===== src/common/cbt_consts.vh =====
`ifndef CBT_CONSTS_VH
`define CBT_CONSTS_VH
// ****************************************************************
// Register byte offsets.
// ****************************************************************
`define CBT_OFS_SETUP 4'h0
`define CBT_OFS_CTRL 4'h4
`define CBT_OFS_STAT 4'h8
// ****************************************************************
// Field positions of the bit timing setup word.
// ****************************************************************
`define CBT_QDIV_LSB 0
`define CBT_QDIV_MSB 5
`define CBT_SJW_LSB 6
`define CBT_SJW_MSB 7
`define CBT_PRE_LSB 8
`define CBT_PRE_MSB 11
`define CBT_POST_LSB 12
`define CBT_POST_MSB 14
// ****************************************************************
// Control word bits.
// ****************************************************************
`define CBT_CTRL_CCE 0
`define CBT_CTRL_HALF 1
`define CBT_CTRL_HSEN 2
// ****************************************************************
// Reset values.
// ****************************************************************
`define CBT_SETUP_RST 16'h2300
`define CBT_CTRL_RST 3'h1
// ****************************************************************
// AXI responses.
// ****************************************************************
`define CBT_RESP_OK 2'h0
`define CBT_RESP_SLVERR 2'h2
`endif


===== src/hw/cbt_top.v =====
// Added by the designer: the AXI4-Lite interface to the registers and the register addresses.
`timescale 1ns/1ps
`include "cbt_consts.vh"
// Functional notes
// RQ1: The quantum lasts (divider+1) times 2^(1-halving select) module clocks.
// RQ2: The module clock is the system clock i_clk.
// RQ3: The sync segment is always exactly one quantum; after an early-edge resync the code keeps only the rest of the running quantum.
// RQ4: A bit is sync segment, then pre-sample, then post-sample segment.
// RQ5: The pre-sample segment lasts (field+1) quanta; software uses 2 to 15.
// RQ6: The post-sample segment lasts (field+1) quanta; software uses 1 to 7.
// RQ7: The setup register is written only while config change is allowed.
// RQ8: Recessive-to-dominant edges between sample point and next sync are used.
// RQ9: Other edges are used only while the node is not sending dominant.
// RQ10: With hard sync enabled at frame start, the bit restarts at sync.
// RQ11: A resync moves the bit by at most (jump limit+1) quanta.
// RQ12: Software keeps post >= 2 quanta and jump, pre >= 3 and jump plus delay.
// RQ13: Software programs at least 8 quanta per bit.
// RQ14: Software takes propagation time as twice the worst loop delay.
// RQ15: Clock tolerance stays within the two documented bounds.
// RQ16: A late edge lengthens pre-sample, an early edge shortens post-sample.
// RQ17: The bus is sampled once per bit at the pre/post boundary.
module cbt_top (
  input wire i_clk, // System clock, 100 MHz.
  input wire i_rst_n, // Asynchronous reset, active low.
  input wire [3:0] i_awaddr, // Write address.
  input wire i_awvalid, // Write address valid.
  output reg o_awready, // Write address ready.
  input wire [31:0] i_wdata, // Write data.
  input wire [3:0] i_wstrb, // Write strobes.
  input wire i_wvalid, // Write data valid.
  output reg o_wready, // Write data ready.
  output reg [1:0] o_bresp, // Write response.
  output reg o_bvalid, // Write response valid.
  input wire i_bready, // Write response ready.
  input wire [3:0] i_araddr, // Read address.
  input wire i_arvalid, // Read address valid.
  output reg o_arready, // Read address ready.
  output reg [31:0] o_rdata, // Read data.
  output reg [1:0] o_rresp, // Read response.
  output reg o_rvalid, // Read data valid.
  input wire i_rready, // Read data ready.
  input wire i_rx, // Bus level from transceiver, 0 is dominant.
  input wire i_tx_dominant, // Controller now sends dominant.
  input wire i_frame_idle, // Controller waits for start of frame.
  output reg o_sample_pulse, // One-cycle pulse at sample point.
  output reg o_sample_bit, // Bus level taken at sample point.
  output reg o_bit_start // One-cycle pulse at start of sync segment.
);
  // ****************************************************************
  // Registers and state.
  // ****************************************************************
  localparam SEG_SYNC = 2'h0;
  localparam SEG_PRE = 2'h1;
  localparam SEG_POST = 2'h2;
  reg [15:0] setup_ff;
  reg [2:0] ctrl_ff;
  reg aw_got_ff;
  reg w_got_ff;
  reg [3:0] awaddr_ff;
  reg [31:0] wdata_ff;
  reg [3:0] wstrb_ff;
  reg [6:0] pre_cnt_ff;
  reg [1:0] seg_ff;
  reg [4:0] tq_cnt_ff;
  reg [4:0] pre_len_ff;
  reg rx_prev_ff;
  reg sync_done_ff;
  reg [3:0] resync_cnt_ff;
  reg [1:0] nxt_seg;
  reg [4:0] nxt_tq_cnt;
  reg [4:0] nxt_pre_len;
  reg nxt_sync_done;
  reg [3:0] nxt_resync_cnt;
  reg [15:0] nxt_setup;
  reg [31:0] rd_word;
  wire rx_s;
  wire [5:0] qdiv = setup_ff[`CBT_QDIV_MSB:`CBT_QDIV_LSB];
  wire [1:0] resync_jump_limit = setup_ff[`CBT_SJW_MSB:`CBT_SJW_LSB];
  wire [3:0] pre_f = setup_ff[`CBT_PRE_MSB:`CBT_PRE_LSB];
  wire [2:0] post_f = setup_ff[`CBT_POST_MSB:`CBT_POST_LSB];
  wire [2:0] jump = {1'b0, resync_jump_limit} + 3'h1;
  wire wr_fire = aw_got_ff && w_got_ff && !o_bvalid;
  wire [6:0] div_top = ctrl_ff[`CBT_CTRL_HALF] ? {1'b0, qdiv} : {qdiv, 1'b1};
  // A shortened divider must not let the counter run past its end and wrap.
  wire tq_tick = (pre_cnt_ff >= div_top);
  wire edge_any = (rx_prev_ff != rx_s);
  wire edge_fall = rx_prev_ff && !rx_s;

  // Received level synchroniser.
  cbt_sync2 u_sync (
    .i_clk(i_clk),
    .i_rst_n(i_rst_n),
    .i_d(i_rx),
    .o_q(rx_s)
  );

  // ****************************************************************
  // AXI4-Lite write channel.
  // ****************************************************************
  // Setup word merge; the write is dropped unless change is allowed.
  always @* begin
    nxt_setup = setup_ff;
    if (wr_fire && (awaddr_ff == `CBT_OFS_SETUP) && ctrl_ff[`CBT_CTRL_CCE]) begin // RQ7
      if (wstrb_ff[0]) begin
        nxt_setup[7:0] = wdata_ff[7:0];
      end
      if (wstrb_ff[1]) begin
        nxt_setup[15:8] = {1'b0, wdata_ff[14:8]};
      end
    end
  end

  // Address and data are taken in either order, response after both.
  always @(posedge i_clk or negedge i_rst_n) begin
    if (!i_rst_n) begin
      aw_got_ff <= 1'b0;
      w_got_ff <= 1'b0;
      awaddr_ff <= 4'h0;
      wdata_ff <= 32'h0;
      wstrb_ff <= 4'h0;
      o_awready <= 1'b0;
      o_wready <= 1'b0;
      o_bvalid <= 1'b0;
      o_bresp <= `CBT_RESP_OK;
      setup_ff <= `CBT_SETUP_RST;
      ctrl_ff <= `CBT_CTRL_RST;
    end else begin
      o_awready <= !aw_got_ff && !o_awready && !o_bvalid;
      o_wready <= !w_got_ff && !o_wready && !o_bvalid;
      if (i_awvalid && o_awready) begin
        aw_got_ff <= 1'b1;
        awaddr_ff <= i_awaddr;
      end
      if (i_wvalid && o_wready) begin
        w_got_ff <= 1'b1;
        wdata_ff <= i_wdata;
        wstrb_ff <= i_wstrb;
      end
      setup_ff <= nxt_setup;
      if (wr_fire) begin
        o_bvalid <= 1'b1;
        aw_got_ff <= 1'b0;
        w_got_ff <= 1'b0;
        o_bresp <= `CBT_RESP_OK;
        if (awaddr_ff == `CBT_OFS_CTRL) begin
          if (wstrb_ff[0]) begin
            ctrl_ff <= wdata_ff[2:0];
          end
        end else if (awaddr_ff != `CBT_OFS_SETUP && awaddr_ff != `CBT_OFS_STAT) begin
          o_bresp <= `CBT_RESP_SLVERR;
        end
      end else if (o_bvalid && i_bready) begin
        o_bvalid <= 1'b0;
      end
    end
  end

  // ****************************************************************
  // AXI4-Lite read channel.
  // ****************************************************************
  // Read mux; status shows segment, quantum count, sample and resyncs.
  always @* begin
    case (i_araddr)
      `CBT_OFS_SETUP: rd_word = {16'h0, setup_ff};
      `CBT_OFS_CTRL: rd_word = {29'h0, ctrl_ff};
      `CBT_OFS_STAT: rd_word = {18'h0, resync_cnt_ff, o_sample_bit, tq_cnt_ff,
                                seg_ff, sync_done_ff, rx_s};
      default: rd_word = 32'h0;
    endcase
  end

  // One-cycle-ready read with data registered on the handshake.
  always @(posedge i_clk or negedge i_rst_n) begin
    if (!i_rst_n) begin
      o_arready <= 1'b0;
      o_rvalid <= 1'b0;
      o_rdata <= 32'h0;
      o_rresp <= `CBT_RESP_OK;
    end else begin
      o_arready <= !o_arready && !o_rvalid;
      if (i_arvalid && o_arready) begin
        o_rvalid <= 1'b1;
        o_rdata <= rd_word;
        o_rresp <= (i_araddr == `CBT_OFS_SETUP || i_araddr == `CBT_OFS_CTRL ||
                    i_araddr == `CBT_OFS_STAT) ? `CBT_RESP_OK : `CBT_RESP_SLVERR;
      end else if (o_rvalid && i_rready) begin
        o_rvalid <= 1'b0;
      end
    end
  end

  // ****************************************************************
  // Quantum prescaler.
  // ****************************************************************
  // Counts system clocks; wraps after (div+1)*2^(1-half) of them.
  always @(posedge i_clk or negedge i_rst_n) begin
    if (!i_rst_n) begin
      pre_cnt_ff <= 7'h0;
    end else if (tq_tick || (edge_fall && i_frame_idle && ctrl_ff[`CBT_CTRL_HSEN])) begin // RQ1 RQ2
      pre_cnt_ff <= 7'h0;
    end else begin
      pre_cnt_ff <= pre_cnt_ff + 7'h1;
    end
  end

  // ****************************************************************
  // Bit segment sequencer.
  // ****************************************************************
  // Next segment, quantum count and resynchronisation decision.
  always @* begin
    nxt_seg = seg_ff;
    nxt_tq_cnt = tq_cnt_ff;
    nxt_pre_len = pre_len_ff;
    nxt_sync_done = sync_done_ff;
    nxt_resync_cnt = resync_cnt_ff;
    if (edge_fall && i_frame_idle && ctrl_ff[`CBT_CTRL_HSEN]) begin
      nxt_seg = SEG_SYNC; // RQ10
      nxt_tq_cnt = 5'h0;
      nxt_sync_done = 1'b1;
    end else if (edge_any && !sync_done_ff && seg_ff != SEG_SYNC &&
                 ((edge_fall && seg_ff == SEG_POST) || !i_tx_dominant)) begin // RQ8 RQ9
      nxt_sync_done = 1'b1;
      nxt_resync_cnt = resync_cnt_ff + 4'h1;
      if (seg_ff == SEG_PRE) begin
        // Late edge: stretch pre-sample by the phase error, clipped.
        if (tq_cnt_ff < {2'b0, jump}) begin
          nxt_pre_len = pre_len_ff + tq_cnt_ff; // RQ16 RQ11
        end else begin
          nxt_pre_len = pre_len_ff + {2'b0, jump}; // RQ11
        end
      end else begin
        // Early edge: cut post-sample, ending at most jump quanta early.
        if ({2'b0, post_f} - tq_cnt_ff < {2'b0, jump}) begin
          nxt_seg = SEG_SYNC; // RQ16
          nxt_tq_cnt = 5'h0;
        end else begin
          nxt_tq_cnt = tq_cnt_ff + {2'b0, jump}; // RQ11
        end
      end
    end else if (tq_tick) begin
      case (seg_ff)
        SEG_SYNC: begin
          nxt_seg = SEG_PRE; // RQ3 RQ4
          nxt_tq_cnt = 5'h0;
          nxt_pre_len = {1'b0, pre_f};
          nxt_sync_done = 1'b0;
        end
        SEG_PRE: begin
          if (tq_cnt_ff >= pre_len_ff) begin
            nxt_seg = SEG_POST; // RQ5
            nxt_tq_cnt = 5'h0;
            nxt_sync_done = 1'b0;
          end else begin
            nxt_tq_cnt = tq_cnt_ff + 5'h1;
          end
        end
        SEG_POST: begin
          if (tq_cnt_ff >= {2'b0, post_f}) begin
            nxt_seg = SEG_SYNC; // RQ6
            nxt_tq_cnt = 5'h0;
          end else begin
            nxt_tq_cnt = tq_cnt_ff + 5'h1;
          end
        end
        default: begin
          nxt_seg = SEG_SYNC;
          nxt_tq_cnt = 5'h0;
        end
      endcase
    end
  end

  // Sequencer registers and the sample and bit-start pulses.
  always @(posedge i_clk or negedge i_rst_n) begin
    if (!i_rst_n) begin
      seg_ff <= SEG_SYNC;
      tq_cnt_ff <= 5'h0;
      pre_len_ff <= 5'h0;
      sync_done_ff <= 1'b0;
      resync_cnt_ff <= 4'h0;
      rx_prev_ff <= 1'b1;
      o_sample_pulse <= 1'b0;
      o_sample_bit <= 1'b1;
      o_bit_start <= 1'b0;
    end else begin
      seg_ff <= nxt_seg;
      tq_cnt_ff <= nxt_tq_cnt;
      pre_len_ff <= nxt_pre_len;
      sync_done_ff <= nxt_sync_done;
      resync_cnt_ff <= nxt_resync_cnt;
      rx_prev_ff <= rx_s;
      o_sample_pulse <= (seg_ff == SEG_PRE) && (nxt_seg == SEG_POST); // RQ17
      if ((seg_ff == SEG_PRE) && (nxt_seg == SEG_POST)) begin
        o_sample_bit <= rx_s; // RQ17
      end
      o_bit_start <= (nxt_seg == SEG_SYNC) && (seg_ff != SEG_SYNC || nxt_tq_cnt != tq_cnt_ff ||
                     (edge_fall && i_frame_idle && ctrl_ff[`CBT_CTRL_HSEN]));
    end
  end
endmodule


===== src/hw/cbt_sync2.v =====
`timescale 1ns/1ps
// Two-flop synchroniser for the received bus level.
module cbt_sync2 (
  input wire i_clk, // Clock.
  input wire i_rst_n, // Asynchronous reset, active low.
  input wire i_d, // Asynchronous input.
  output reg o_q // Synchronised output.
);
  reg meta_ff;

  // Resets to recessive so no false edge appears at start.
  always @(posedge i_clk or negedge i_rst_n) begin
    if (!i_rst_n) begin
      meta_ff <= 1'b1;
      o_q <= 1'b1;
    end else begin
      meta_ff <= i_d;
      o_q <= meta_ff;
    end
  end
endmodule


===== config.mk =====
export PLATFORM = sky130hd
export DESIGN_NAME = cbt_top
export DESIGN_NICKNAME = d
export VERILOG_FILES = /design/src/hw/cbt_top.v /design/src/hw/cbt_sync2.v
export VERILOG_INCLUDE_DIRS = /design/src /design/src/common
export SDC_FILE = /design/constraint.sdc
export NUM_CORES = 1
export LEC_CHECK = 0
export BUFFER_PORTS_ARGS = -buffer_cell sky130_fd_sc_hd__buf_2
export CAP_MARGIN = 20
export CORE_MARGIN = 3
export CORE_UTILIZATION = 60
export CTS_CLUSTER_DIAMETER = 60
export DETAILED_ROUTE_END_ITERATION = 12
export PLACE_DENSITY = 0.84
export SYNTH_ARGS = -nofsm -noshare
export SYNTH_HDL_FRONTEND = slang
export SYNTH_SLANG_ARGS = --single-unit
export TNS_END_PERCENT = 50

===== constraint.sdc =====
create_clock -name i_clk -period 5.7 [get_ports i_clk]
set_clock_uncertainty 0.1 [all_clocks]
set_input_delay 0.285 -clock i_clk [delete_from_list [all_inputs] [get_ports i_clk]]
set_output_delay 0.285 -clock i_clk [all_outputs]
set_load 0.05 [all_outputs]

==> results.toml, run 1 <==
[setup_path]
arrival_ns = 3.92
required_ns = 5.88
cp_top_family = "compound AO/OA/AOI/OAI gates"
cp.buffers_inverters = 1
path_cells = "inv_1, fa_1, xor2_1, ha_1, a211oi_1, o21ai_0, o31a_4, a211o_4, nor4_4, mux2_1"
reg2reg_slack_ns = 1.96
r2r-start = "tq_cnt_ff[1]"
reg2reg_depth = 10
regToRegEndpoint = "o_sample_bit"
end_kind = "flop"
cp_slowest_cell = "dfrtp_1"
crit_path_start = "tq_cnt_ff[1]"
worst_setup_path_start_kind = "flop"
critPathMaxStageDelay_ns = 0.60
path_depth = 10
criticalPathCategory = "flop to flop"
worst-path-max-fanout = 11
endpoint = "o_sample_bit"

[clock_network]
cts_tree = "yes"
cts_buffers = 9
clk_latency_ns = 0.36
cts-root-buf = "clkbuf_8"
cts.path.max_buffers = 2
postCtsSetupBuffers = 0
htreeDepth = 3
cts.sinks = 93
path_clk_slew_ns = 0.10

[pwr]
p_per_area_nw_per_um2 = 475.9
p_leak_nw = 2.669
max-vdd-ir-drop_uv = 356.3

[yosys]
synth_seq_cells = 93
yosysSeqAreaShare = 0.4539
yosys.area.top_type = "dfrtp_1"
async_reset_ff_frac = 1.000
synthTopCellsByCount = "dfrtp_1, nand2_1, mux2_2, ha_1, o21ai_0"
yosysMostFrequentCell = "dfrtp_1"
synthTopCellsByArea = "dfrtp_1, ha_1, mux2_2, dfstp_2, o21ai_0"
synth_top_area_frac = 0.4131
syn_avg_cell_area_um2 = 10.59
synth_ff_type = "dfrtp_1"
ys_types = 59
syn_area_um2 = 5149
ys_warn_count = 0
syn_inst = 486
synth_edf_count = 0

[placement]
gp_congestion = 0.8661
dp_hpwl_um = 8001
io_buffers = 59
place_area_um2 = 5453

[global_route]
track_usage = 0.2376
grt_pass1_wl_um = 18710
antenna_found_initial = 0
grt_max_degree = 66
grt_overflow_total = 0
grt_pass1_vias = 3889

[layout]
drive_gt1_frac = 0.2500
antenna_cells = 0
register_area_um2 = 2337
multi_input_area_um2 = 2585
syn2layout_area_growth_pct = 10.47
final_nets = 640
fin_area_um2 = 5688
nFillCells = 613

[detailed_routing]
vias = 3807
viasPerCell = 5.795
drc = 0
wire_per_inst_um = 16.64
wirelength_um = 10930
ant_nets = 0
drt_iter0_markers = 192
dr.pass1.iters = 4

[die]
die_area_um2 = 9729
pin_count = 98
die_h_um = 98.64
core_um2 = 8258
row_count = 33
start_util = 0.6235
die-width_um = 98.64

[timing]
hold_violations = 0
setup-violations-final = 0
min_period_ns = 3.739
worstMarginPinSlew_ns = 1.065
fin_crit_sh = 0.6559
slew_headroom = 0.2879
fmax_mhz = 267.5
drv_slew = 0
rsz0062_at_grt = "no"
setup-tns-final_ns = 0

[run_status]
status = "finished, final reports clean"

[run]
maxCapViolCount = 0

[worst_hold_path]
hold_class = "input pin to flop"
-- cell usage in the layout (no fill, tap or decap), types with 3 or more instances in the layout --
| cell type | count |
|---|---|
| xnor2_1 | 9 |
| a31oi_1 | 4 |
| o21ai_0 | 36 |
| o21bai_1 | 4 |
| nand2_1 | 45 |
| inv_1 | 24 |
| mux2i_1 | 11 |
| buf_2 | 58 |
| xor2_1 | 4 |
| dfrtp_1 | 85 |
| o211ai_1 | 3 |
| conb_1 | 20 |
| nand2b_1 | 6 |
| nor3_1 | 4 |
| dlygate4sd3_1 | 4 |
| clkbuf_8 | 10 |
| nor2b_1 | 5 |
| a211oi_1 | 4 |
| dfstp_2 | 8 |
| or3_1 | 3 |
| mux2_2 | 39 |
| a21oi_1 | 21 |
| nor2_1 | 26 |
| a21o_1 | 5 |
| and3_1 | 3 |
| ha_1 | 36 |
| a22oi_1 | 13 |
| nand3_1 | 12 |
| nand4_1 | 3 |
| fa_1 | 3 |
-- kinds of logic (layout without fill, tap and decap cells) --
family,after synthesis,in the layout,synth area share
other,1,20,0.0007283
adder cells (fa/ha/maj),39,39,0.09915
AO/OA/AOI/OAI,110,110,0.1439
AND/OR/NAND/NOR,119,119,0.1111
flip-flops,93,93,0.4539
multiplexers,51,51,0.1089
buffers and inverters,60,107,0.06027
XOR/XNOR,13,13,0.02211
-- worst min-delay path by stage --
| stage | start | end | depth (start not counted) |
|---|---|---|---|
| finish | i_wdata[12] | wdata_ff[12] | 2 |
| global route | i_wdata[2] | wdata_ff[2] | 2 |
| CTS | i_rready | o_rvalid | 2 |
| detailed placement | i_rst_n | pre_cnt_ff[4] | 1 |
| global placement | i_rst_n | pre_cnt_ff[4] | 1 |
| floorplan | i_rst_n | aw_got_ff | 0 |
-- state kept, by name, indices dropped and copies added (netlist names), 2 cells and up --
signal,flops
pre_len_ff,5
o_rdata,15
setup_ff,15
wstrb_ff,2
awaddr_ff,4
seg_ff,2
pre_cnt_ff,7
tq_cnt_ff,5
resync_cnt_ff,4
ctrl_ff,3
wdata_ff,15
-- metrics by stage --
step	setup WS, ns	std cells	utilization	hold WS, ns	total power [mW]
after CTS	1.788	654	0.6862	0.004878	2.699
after global routing	1.779	657	0.6888	0.03222	2.923
after floorplan	2.253	505	-	-0.1106	2.002
after global placement	1.924	635	0.6603	0.1212	2.213
final	1.961	657	0.6888	0.04671	2.707
after detailed placement	1.821	635	0.6603	0.1191	2.274
-- per-layer routing --
| layer | vias to the layer above | wire [um] | global-route usage |
|---|---|---|---|
| li1 | 1807 | - | - |
| met1 | 1854 | 4833 | 0.3260 |
| met2 | 121 | 5272 | 0.3833 |
| met3 | 25 | 584 | 0.04600 |
| met4 | 0 | 241 | 0.07773 |
| met5 | - | 0 | 0 |
-- where the power goes --
group | internal, mW | total (mW) | switching (mW) | leakage [nW]
clock | 0.176 | 0.421 | 0.246 | 0.0905
combinational | 0.489 | 1.25 | 0.757 | 1.39
sequential | 0.857 | 1.04 | 0.182 | 1.19
-- repair_timing --
action | 4_1_cts | 5_1_grt
endpoints found under the hold margin | 28 | 1
hold buffers | 3 | 1
resized for setup | 0 | 0
-- area by class of cell --
class,count,area share
Clock buffer,11,0.02486
Clock inverter,5,0.007479
Inverter,25,0.01650
Multi-Input combinational cell,352,0.4545
Sequential cell,93,0.4109
Tap cell,105,0.02310
Timing Repair Buffer,66,0.06269
Power figures use the tool's default switching activity.
==> inputs of run 2 (changes only) <==
--- a/config.mk
+++ b/config.mk
@@ -9,10 +9,10 @@
 export BUFFER_PORTS_ARGS = -buffer_cell sky130_fd_sc_hd__buf_2
 export CAP_MARGIN = 20
 export CORE_MARGIN = 3
-export CORE_UTILIZATION = 60
+export CORE_UTILIZATION = 56
 export CTS_CLUSTER_DIAMETER = 60
 export DETAILED_ROUTE_END_ITERATION = 12
-export PLACE_DENSITY = 0.84
+export PLACE_DENSITY = 0.8
 export SYNTH_ARGS = -nofsm -noshare
 export SYNTH_HDL_FRONTEND = slang
 export SYNTH_SLANG_ARGS = --single-unit
==> constraint.sdc (replaced) <==
create_clock -name i_clk -period 3.9 [get_ports i_clk]
set_clock_uncertainty 0.1 [all_clocks]
set_input_delay 0.195 -clock i_clk [delete_from_list [all_inputs] [get_ports i_clk]]
set_output_delay 0.195 -clock i_clk [all_outputs]
set_load 0.05 [all_outputs]
==> run 2 against run 1 <==
Effect of this change: worst hold slack better by 0.0017 ns; clock power up 66%; non-clock buffer count up 28; critical endpoint unchanged; highest routed layer unchanged.
==> results.toml, run 2 (synthesis results as in run 1) <==
[setup_path]
endpoint = "o_sample_bit"
end_kind = "flop"
reg2reg_depth = 10
worst-path-max-fanout = 11
required_ns = 4.09
worst_setup_path_start_kind = "flop"
criticalPathCategory = "flop to flop"
crit_path_start = "tq_cnt_ff[2]"
r2r-start = "tq_cnt_ff[2]"
reg2reg_slack_ns = 0.34
regToRegEndpoint = "o_sample_bit"
arrival_ns = 3.75

[global_route]
grt_pass1_wl_um = 19490
track_usage = 0.2402
grt_overflow_total = 0
antenna_found_initial = 0
grt_pass1_vias = 3918
grt_max_degree = 66

[die]
row_count = 34
core_um2 = 8806
pin_count = 98
die_area_um2 = 10380
die_h_um = 101.9
start_util = 0.5847
die-width_um = 101.9

[layout]
final_nets = 668
syn2layout_area_growth_pct = 16.06
register_area_um2 = 2337
multi_input_area_um2 = 2572
antenna_cells = 0
layout_commonest_cell = "dfrtp_1"
mostFrequentLayoutCells = "dfrtp_1, buf_2, nand2_1"
fin_area_um2 = 5976
nFillCells = 673
drive_gt1_frac = 0.2500
largestRegisters = "o_rdata (15), setup_ff (15), wdata_ff (15)"

[timing]
setup-tns-final_ns = 0
fin_crit_sh = 0.9127
fmax_mhz = 280.9
setup-violations-final = 0
drv_slew = 0
rsz0062_at_grt = "no"
slew_headroom = 0.4512
worstMarginPinSlew_ns = 0.8232
hold_violations = 0
min_period_ns = 3.560

[run]
maxCapViolCount = 0

[worst_hold_path]
hp-start = "i_wvalid"
hold_class = "input pin to flop"

[detailed_routing]
dr.pass1.iters = 6
drc = 0
wirelength_um = 11720
wire_per_inst_um = 17.03
viasPerCell = 5.735
ant_nets = 0
drt_iter0_markers = 195
vias = 3946

[pwr]
p_leak_nw = 2.813
p_sw_frac = 0.4290
clkPwrFrac = 0.169
p_seq_frac = 0.365
totalPowerFinal_mw = 4.129
comb_power_share = 0.466
netSwitchingPower_mw = 1.772
p_per_area_nw_per_um2 = 691.0
max-vdd-ir-drop_uv = 526.6
p_int_mw = 2.358

[placement]
io_buffers = 59
place_area_um2 = 5504
gp_congestion = 0.8687
dp_hpwl_um = 8390

[clock_network]
cts_tree = "yes"
path_clk_slew_ns = 0.10
cts.sinks = 93
cts_buffers = 9
cts.path.max_buffers = 2
htreeDepth = 3
cts_resized = 0
clk_latency_ns = 0.36
cts-root-buf = "clkbuf_8"

[run_status]
status = "finished, final reports clean"
==> run 2: cell type report <==
type,instances,share of cell area
timing repair buffer,94,0.1043
sequential,93,0.3911
inverter,25,0.01570
multi-input combinational,352,0.4305
clock buffer,10,0.02303
clock inverter,6,0.01277
tap,108,0.02261
==> run 2: power groups by stage <==
stage | registers (mW) | clock network [mW] | logic, mW
3_3_place_gp | 1.50 | 0 | 1.79
3_5_place_dp | 1.52 | 0 | 1.87
5_1_grt | 1.55 | 0.745 | 2.15
2_1_floorplan | 1.61 | 0 | 1.32
4_1_cts | 1.50 | 0.707 | 1.90
6_report | 1.51 | 0.699 | 1.92
==> run 2: worst min path at each step <==
stage,endpoint,depth (start not counted)
after floorplan,aw_got_ff,0
after global placement,u_sync.meta_ff,1
after detailed placement,u_sync.meta_ff,1
after CTS,w_got_ff,3
after global routing,w_got_ff,3
final,w_got_ff,3
==> run 2: through the flow <==
step | hold WS, ns | utilization | std cells | setup slack (ns)
finish | 0.04840 | 0.6786 | 688 | 0.3405
floorplan | -0.2006 | - | 505 | 0.4534
global route | 0.03443 | 0.6786 | 688 | 0.2008
CTS | 0.03183 | 0.6777 | 687 | 0.3935
detailed placement | 0.2037 | 0.6250 | 646 | 0.4340
global placement | 0.2105 | 0.6250 | 646 | 0.5552
==> run 2: what timing repair did <==
| item | CTS | global route |
|---|---|---|
| setup buffers | 0 | 0 |
| hold endpoints to repair | 83 | 0 |
| hold buffers | 25 | 0 |
==> run 2: per-layer routing <==
layer	share of wire	wire length, um	vias to the layer above	global-route usage
met1	0.44	5118	1940	0.3213
met2	0.50	5821	125	0.4044
li1	-	-	1865	-
met5	0	0	-	0
met3	0.048	563	16	0.03686
met4	0.018	213	0	0.07871
==> run 2: critical path: stages, from the launching register on <==
cell and delay (ns):
dfrtp_1 0.62, inv_1 0.17, ha_1 0.38, xor2_1 0.17, ha_1 0.32, a211oi_1 0.20, o21ai_0 0.16, o31a_4 0.35
a211o_4 0.37, nor4_4 0.28, mux2_1 0.35
